`src/core/moe_pkg.sv`:
```
// package: register map, field layout and carriers for the option emulation block
package moe_pkg;
  localparam int ADDR_W = 16;
  localparam int DATA_W = 32;
  localparam int IDX_W  = 14;
  // register indices; byte address is four times the index
  localparam logic [IDX_W-1:0] IDX_PROG_CTRL = 14'h001C;
  localparam logic [IDX_W-1:0] IDX_SUP_KEY   = 14'h001F;
  localparam logic [IDX_W-1:0] IDX_PA_OPT    = 14'h1EFF;
  localparam logic [IDX_W-1:0] IDX_MAIN_OPT  = 14'h1F00;
  localparam logic [IDX_W-1:0] IDX_MODE      = 14'h0020;
  localparam logic [IDX_W-1:0] IDX_PA_DATA   = 14'h0021;
  localparam logic [IDX_W-1:0] IDX_PA_DIR    = 14'h0022;
  localparam logic [IDX_W-1:0] IDX_PC_DATA   = 14'h0023;
  localparam logic [IDX_W-1:0] IDX_PC_DIR    = 14'h0024;
  localparam logic [IDX_W-1:0] IDX_STATUS    = 14'h0025;
  localparam logic [IDX_W-1:0] IDX_PA_PINS   = 14'h0026;
  localparam logic [IDX_W-1:0] IDX_PC_PINS   = 14'h0027;
  localparam logic [IDX_W-1:0] IDX_SUP_SVC   = 14'h0028;
  // field layout
  localparam int  PROG_ARM_BIT   = 7;
  localparam int  OPT_SUP_BIT    = 0;
  localparam int  MODE_CONV_BIT  = 0;
  localparam int  MODE_ALONE_BIT = 1;
  localparam int  ST_SUP_BIT     = 0;
  localparam int  ST_IRQ_BIT     = 1;
  localparam int  ST_KEY_BIT     = 2;
  localparam logic [7:0] SUP_KEY_VAL  = 8'h04;
  localparam logic [7:0] CONV_MASK    = 8'hF8;
  localparam logic [7:0] BYTE_RST     = 8'h00;
  localparam logic [1:0] SEL_SMALLEST = 2'h3;
  localparam logic [1:0] BYTE_LANE_OK = 2'h0;
  localparam int  WDOG_CYCLES_DEF    = 65536;

  typedef struct packed {
    logic              psel;
    logic              penable;
    logic              pwrite;
    logic [ADDR_W-1:0] paddr;
    logic [DATA_W-1:0] pwdata;
  } moe_apb_req_t;

  typedef struct packed {
    logic              pready;
    logic              pslverr;
    logic [DATA_W-1:0] prdata;
  } moe_apb_rsp_t;

  typedef struct packed {
    logic [7:0] out;
    logic [7:0] oe;
  } moe_port_drv_t;
endpackage

```
`src/core/moe_option_emulation.sv`:
```
// top: option byte, supervisor enable, port A interrupt merge, port C sharing
`timescale 1ns/100ps
// What this block does
// input-configured port A line with option on raises interrupt when low
// option switches default off; switch input low means off
// port A option byte is built from the eight switch inputs
// main option byte loads from the programmed value when emulation starts
// main option byte is writable during debug by bus writes
// software arms with 0x80 to the programming register, then writes option byte
// host tolerates readback mismatch on programming and key registers
// any reset drops run-time option values, restoring programmed byte
// stand-alone: watchdog active whenever its option bit is set
// emulation: watchdog needs option bit plus 0x04 written to key register
// any reset disables the emulated watchdog; enabling must be repeated
// port A interrupts are delivered by driving the external interrupt pin
// port C lines 7..3 belong to converter when enabled; pins unreadable
// port C registers stay accessible but do not touch converter-owned pins
// converter off returns pins to port C using latest register values
// software should make shared lines inputs before enabling converter
// target interrupt/programming pin feeds only the interrupt function
// smallest variant: 0x1F00 acts as option byte, not user ROM
// ROM-only resident part: option byte fixed by its mask, writes ignored
// each switch position controls exactly one port A line
module moe_option_emulation #(
  parameter int WDOG_CYCLES = moe_pkg::WDOG_CYCLES_DEF
) (
  input  wire logic                  core_clk,       // device clock
  input  wire logic                  rstn,           // mcu reset, sync, active low
  input  wire moe_pkg::moe_apb_req_t apbReq,         // apb request from cpu/host
  output moe_pkg::moe_apb_rsp_t      apbRsp,         // apb answer
  input  wire logic [7:0]            portAOptSw,     // option switches, 1 = on
  input  wire logic [7:0]            progOptByte,    // programmed option byte
  input  wire logic [7:0]            maskOptByte,    // option byte of rom-only part
  input  wire logic                  romResident,    // rom-only part fitted
  input  wire logic [1:0]            deviceSel,      // device select switch
  input  wire logic                  extIrqPinN,     // target interrupt pin, low active
  input  wire logic [7:0]            portAPinIn,     // port A pin levels
  input  wire logic [7:0]            portCPinIn,     // port C pin levels
  output moe_pkg::moe_port_drv_t     portADrv,       // port A drive and enables
  output moe_pkg::moe_port_drv_t     portCDrv,       // port C drive and enables
  output logic [7:0]                 portAPullup,    // pull-up enables per line
  output logic                       cpuIrqN,        // cpu interrupt pin, low active
  output logic                       convOwn,        // converter owns shared lines
  output logic [7:0]                 activeOption,   // option byte in force
  output logic                       supActive,      // watchdog running
  output logic                       supResetReq     // watchdog timeout pulse
);
  import moe_pkg::*;

  localparam int CNT_W = $clog2(WDOG_CYCLES + 1);
  localparam logic [CNT_W-1:0] WDOG_LAST = CNT_W'(WDOG_CYCLES - 1);
  localparam logic [CNT_W-1:0] CNT_ZERO  = '0;

  logic [7:0]       optByte;
  logic             optLoaded;
  logic             progArm;
  logic             keySeen;
  logic [7:0]       paData;
  logic [7:0]       paDir;
  logic [7:0]       pcData;
  logic [7:0]       pcDir;
  logic             convEn;
  logic             standAlone;
  logic [CNT_W-1:0] wdogCnt;

  // bus decode
  wire [IDX_W-1:0] idx      = apbReq.paddr[ADDR_W-1:2];
  wire             laneOk   = apbReq.paddr[1:0] == BYTE_LANE_OK;
  wire             access   = apbReq.psel & apbReq.penable;
  wire             fire     = access & apbRsp.pready;
  wire             wrFire   = fire & apbReq.pwrite & laneOk;
  wire [7:0]       wByte    = apbReq.pwdata[7:0];
  wire             wrProg   = wrFire & (idx == IDX_PROG_CTRL);
  wire             wrKey    = wrFire & (idx == IDX_SUP_KEY);
  wire             wrMain   = wrFire & (idx == IDX_MAIN_OPT);
  wire             wrMode   = wrFire & (idx == IDX_MODE);
  wire             wrPaData = wrFire & (idx == IDX_PA_DATA);
  wire             wrPaDir  = wrFire & (idx == IDX_PA_DIR);
  wire             wrPcData = wrFire & (idx == IDX_PC_DATA);
  wire             wrPcDir  = wrFire & (idx == IDX_PC_DIR);
  wire             wrSvc    = wrFire & (idx == IDX_SUP_SVC);

  // option byte in force; rom-only parts follow their own mask
  wire [7:0] curOpt     = romResident ? maskOptByte :
                          (optLoaded ? optByte : progOptByte);
  wire       smallest   = deviceSel == SEL_SMALLEST;
  // 0x1F00 is decoded as option byte for every variant, no rom behind it
  wire       mainWrOk   = wrMain & progArm & ~romResident;

  // supervisor gating
  wire supOpt  = curOpt[OPT_SUP_BIT];
  wire supGo   = standAlone ? supOpt : (supOpt & keySeen);

  // interrupt merge: port A sources share the external pin
  wire [7:0] paSrc   = portAOptSw & ~paDir & ~portAPinIn;
  wire       irqReq  = (|paSrc) | ~extIrqPinN;

  // converter ownership of lines 7..3
  wire [7:0] ownMask = convEn ? CONV_MASK : BYTE_RST;
  wire [7:0] pcPins  = portCPinIn & ~ownMask;

  // read mux
  logic [7:0] rdByte;
  logic       rdHit;
  always_comb begin
    rdHit  = 1'b1;
    rdByte = BYTE_RST;
    unique case (idx)
      IDX_PROG_CTRL: rdByte = BYTE_RST;
      IDX_SUP_KEY:   rdByte = BYTE_RST;
      IDX_PA_OPT:    rdByte = portAOptSw;
      IDX_MAIN_OPT:  rdByte = curOpt;
      IDX_MODE: begin
        rdByte[MODE_CONV_BIT]  = convEn;
        rdByte[MODE_ALONE_BIT] = standAlone;
      end
      IDX_PA_DATA:   rdByte = paData;
      IDX_PA_DIR:    rdByte = paDir;
      IDX_PC_DATA:   rdByte = pcData;
      IDX_PC_DIR:    rdByte = pcDir;
      IDX_STATUS: begin
        rdByte[ST_SUP_BIT] = supActive;
        rdByte[ST_IRQ_BIT] = ~cpuIrqN;
        rdByte[ST_KEY_BIT] = keySeen;
      end
      IDX_PA_PINS:   rdByte = portAPinIn;
      IDX_PC_PINS:   rdByte = pcPins;
      IDX_SUP_SVC:   rdByte = BYTE_RST;
      default:       rdHit  = 1'b0;
    endcase
  end

  // apb answer: one wait state, answer on the second access cycle
  always_ff @(posedge core_clk) begin
    if (!rstn) begin
      apbRsp <= '0;
    end else begin
      apbRsp.pready  <= access & ~apbRsp.pready;
      apbRsp.pslverr <= access & ~apbRsp.pready & ~(rdHit & laneOk);
      apbRsp.prdata  <= (access & ~apbRsp.pready & ~apbReq.pwrite)
                        ? {24'h000000, rdByte} : '0;
    end
  end

  // option programming; reset drops run-time values
  always_ff @(posedge core_clk) begin
    if (!rstn) begin
      optLoaded <= 1'b0;
      optByte   <= BYTE_RST;
      progArm   <= 1'b0;
    end else begin
      optLoaded <= 1'b1;
      if (!optLoaded)
        optByte <= progOptByte;
      else if (mainWrOk)
        optByte <= wByte;
      if (wrProg)
        progArm <= wByte[PROG_ARM_BIT];
    end
  end

  // supervisor key and watchdog counter
  always_ff @(posedge core_clk) begin
    if (!rstn) begin
      keySeen     <= 1'b0;
      supActive   <= 1'b0;
      wdogCnt     <= CNT_ZERO;
      supResetReq <= 1'b0;
    end else begin
      if (wrKey && wByte == SUP_KEY_VAL)
        keySeen <= 1'b1;
      supActive   <= supGo;
      supResetReq <= supActive & (wdogCnt == WDOG_LAST);
      if (!supActive || wrSvc || wdogCnt == WDOG_LAST)
        wdogCnt <= CNT_ZERO;
      else
        wdogCnt <= wdogCnt + CNT_W'(1);
    end
  end

  // mode and port registers
  always_ff @(posedge core_clk) begin
    if (!rstn) begin
      convEn     <= 1'b0;
      standAlone <= 1'b0;
      paData     <= BYTE_RST;
      paDir      <= BYTE_RST;
      pcData     <= BYTE_RST;
      pcDir      <= BYTE_RST;
    end else begin
      if (wrMode) begin
        convEn     <= wByte[MODE_CONV_BIT];
        standAlone <= wByte[MODE_ALONE_BIT];
      end
      if (wrPaData) paData <= wByte;
      if (wrPaDir)  paDir  <= wByte;
      if (wrPcData) pcData <= wByte;
      if (wrPcDir)  pcDir  <= wByte;
    end
  end

  // pin drivers; registers keep their values so release restores them
  always_ff @(posedge core_clk) begin
    if (!rstn) begin
      portADrv     <= '0;
      portCDrv     <= '0;
      portAPullup  <= BYTE_RST;
      cpuIrqN      <= 1'b1;
      convOwn      <= 1'b0;
      activeOption <= BYTE_RST;
    end else begin
      portADrv.out <= paData;
      portADrv.oe  <= paDir;
      portCDrv.out <= pcData & ~ownMask;
      portCDrv.oe  <= pcDir & ~ownMask;
      portAPullup  <= portAOptSw & ~paDir;
      cpuIrqN      <= ~irqReq;
      convOwn      <= convEn;
      activeOption <= smallest ? curOpt : curOpt;
    end
  end
endmodule // moe_option_emulation

```
`config.mk`:
```
export PLATFORM = sky130hd
export DESIGN_NAME = moe_option_emulation
export DESIGN_NICKNAME = d
export VERILOG_FILES = /design/src/core/moe_pkg.sv /design/src/core/moe_option_emulation.sv
export SDC_FILE = /design/constraint.sdc
export NUM_CORES = 1
export LEC_CHECK = 0
export ABC_CLOCK_PERIOD_IN_PS = 3200
export CORE_ASPECT_RATIO = 2
export CORE_MARGIN = 3
export CORE_UTILIZATION = 66
export DETAILED_ROUTE_END_ITERATION = 16
export DONT_BUFFER_PORTS = 1
export PLACE_DENSITY = 0.84
export SLEW_MARGIN = 15
export SYNTH_ARGS = -nofsm -noshare
export SYNTH_HDL_FRONTEND = slang
export SYNTH_SLANG_ARGS = --single-unit
```
`constraint.sdc`:
```
create_clock -name core_clk -period 3.2 [get_ports core_clk]
set_clock_uncertainty 0.1 [all_clocks]
set_input_delay 0.64 -clock core_clk [delete_from_list [all_inputs] [get_ports core_clk]]
set_output_delay 0.64 -clock core_clk [all_outputs]
set_load 0.05 [all_outputs]
```
==> results.toml <==
[synthesis]
ys_ff_latch = 124
yosysSeqAreaShare_pct = 44.9
yosys_warnings = 0
yosys.cell_types.count = 61
syn_avg_cell_area_um2 = 9.61
synth_area_um2 = 5530
synth-edff-count = 0
synthFlopType = "dfxtp_1"
async_reset_ff_share_pct = 0
synthCells = 575

[setup_path]
end_kind = "flip-flop"
reg2regPathDepth = 5
cp.required_ns = 3.41
critPathCapture = "paData[5]"
crit_type = "reg2reg"
crit_path_max_fanout = 8
crit_path_start_kind = "flip-flop"
crit_arrival_ns = 2.75
r2r_slack_ns = 0.66
r2r-start = "apbRsp[33]"
worstReg2RegEnd = "paData[5]"
startpoint = "apbRsp[33]"

[die]
rows = 46
initial_core_util_pct = 68.6
die_h_um = 135
die_w_um = 70.7
fp.dieArea_um2 = 9570
ios = 183
core_um2 = 8060

[pwr]
power_frac_clock_pct = 54.4
p_sw_uw = 835
p_comb_share_pct = 4.1
finalPower_uw = 3930
p_seq_share_pct = 41.5
p_per_area_nw_per_um2 = 643
ir_drop_mv = 0.657
internal-power_uw = 3090
swShare_pct = 21.3
leakage_uw = 0.00241

[global_routing]
antenna_found_initial = 0
grt_pass1_vias = 4175
grt_max_degree = 95
grt_usage_pct = 31.3
overflow = 0
grt_pass1_wl_mm = 22.6

[route]
routed_wl_mm = 15.0
first_pass_iters = 5
drc_errors = 0
via_per_inst = 6.21
dr_total_vias = 4207
post_drt_wl_per_cell_um = 22.2
initialDrtViolationCount = 414
ant_nets = 0

[sta]
setup_tns_ns = 0
finalCriticalPeriod_ns = 2.54
rsz0062_at_grt = "no"
min_period_over_period_pct = 79.5
finalMaxSlewViolations = 0
tightest_slew_ns = 0.732
max-slew-margin-rel_pct = 51.1
setup_slack_ns = 0.657
setup_violations = 0
max_freq_mhz = 393
whs_ns = 0.179
finalHoldViolCount = 0

[flow_run]
maxCapViolCount = 0

[clock_tree]
root_buffer = "clkbuf_16"
ctsResizeCount = 0
cts_buffers = 17
cts.sinks = 124
ctsHoldBuffers = 0
cts_max_path_buffers = 2
htreeDepth = 4
clkSlewWorstSetupHoldPaths_ns = 0.05
cts_setup_buffers = 0
cts_tree = "built"
insertion_delay_ns = 0.42

[placement]
hpwl_mm = 11.1
gp_congestion = 0.953
placed_area_um2 = 5440
portBuffers = 0
dp_worst_setup_slack_ns = 0.707

[outcome]
outcome = "completed"

[cells_and_area]
diodes = 0
syn2layout_area_growth_pct = 10.4
nNetsFinal = 668
finish.instance_area_um2 = 6100
drive_gt1_share_pct = 9.79

[hold_path]
hold_path_class = "in2reg"
min_path_cells = 0
==> Yosys cell counts (4+ instances only) <==
| master | n | share of area, % |
|---|---|---|
| nor2_1 | 33 | 2.2 |
| o21ai_0 | 29 | 2.6 |
| nor3_1 | 11 | 1.0 |
| nor2b_1 | 34 | 3.8 |
| mux2i_1 | 46 | 8.3 |
| buf_4 | 27 | 3.7 |
| and3b_1 | 8 | 1.3 |
| and2_1 | 40 | 4.5 |
| a22oi_1 | 11 | 1.5 |
| a21oi_1 | 20 | 1.8 |
| nand4_1 | 4 | 0.45 |
| xnor2_1 | 7 | 1.1 |
| a32oi_1 | 4 | 0.63 |
| and3_1 | 10 | 1.1 |
| nand2_1 | 31 | 2.1 |
| buf_2 | 7 | 0.63 |
| nor3b_1 | 8 | 1.1 |
| nand3_1 | 22 | 2.0 |
| nand3b_1 | 7 | 0.95 |
| dfxtp_1 | 124 | 45 |
| xor2_1 | 6 | 0.95 |
| clkbuf_1 | 15 | 1.0 |
| inv_1 | 10 | 0.68 |
==> metal layers <==
| layer | track usage, % | routed length (µm) |
|---|---|---|
| met1 | 32.1 | 5290 |
| met3 | 9.29 | 944 |
| met2 | 54.9 | 8050 |
| met4 | 18.8 | 752 |
| met5 | 0 | 0 |
==> through the flow <==
step / cells / util (%)
4_1_cts: 678 / 75.7
3_3_place_gp: 646 / 67.5
2_1_floorplan: 598 / -
6_report: 678 / 75.7
3_5_place_dp: 646 / 67.5
5_1_grt: 678 / 75.7
==> cell type report <==
class	count	area, µm²
flip-flops and latches	124	2480
multi-input cells	411	2760
repair buffers	5	37.5
clock buffers	20	447
well taps	96	120
fillers	608	1960
clock inverters	12	218
inverters	10	37.5
==> power by group through the flow <==
stage	combinational (µW)	sequential [µW]	clock (µW)
4_1_cts	157	1630	2150
6_report	160	1630	2140
3_3_place_gp	154	1660	0
2_1_floorplan	192	1660	0
3_5_place_dp	157	1660	0
5_1_grt	170	1630	2230
==> cells by family after synthesis <==
kind of cell / count (synthesis) / share of synthesized area, %
fa+ha+maj: 2 / 0.453
flops: 124 / 44.9
simple gates: 238 / 26.9
xor+xnor: 13 / 2.06
other cells: 1 / 0.0679
buf+inv: 63 / 6.68
mux: 48 / 8.94
compound gates: 86 / 9.99
==> state kept, by name, summed over array words and instances (netlist names), 8 cells and up <==
| signal | count |
|---|---|
| portCDrv | 16 |
| portADrv | 16 |
| activeOption | 8 |
| pcDir | 8 |
| pcData | 8 |
| apbRsp | 10 |
| wdogCnt | 17 |
| paData | 8 |
| paDir | 8 |
| portAPullup | 8 |
| optByte | 8 |
==> cell usage in the layout, fill, tap and decap left out, types with 8 or more instances in the layout <==
cell and n:
and3b_1 8, nor2_1 33, mux2i_1 46, nor3b_1 8, a21oi_1 20, inv_1 10
clkbuf_16 17, nand3_1 22, nor3_1 11, nand2_1 31, dfxtp_1 124, conb_1 24
nor2b_1 34, a22oi_1 11, and2_1 40, o21ai_0 29, and3_1 10
==> how the worst min path moves through the flow <==
stage                     from          end
floorplan             pcDir[2]  portCDrv[2]
CTS                       rstn    optLoaded
global placement    wdogCnt[0]   wdogCnt[0]
global route              rstn    optLoaded
finish                    rstn    optLoaded
detailed placement  wdogCnt[0]   wdogCnt[0]
==> worst max-delay path: stages, from the launching register on <==
cell and delay [ns]:
dfxtp_1 0.66, nand4_1 0.24, nor3_2 0.49, and3_1 0.61
mux2i_1 0.28, nor2b_1 0.06
No activity file was read; power rests on OpenSTA's default activity.
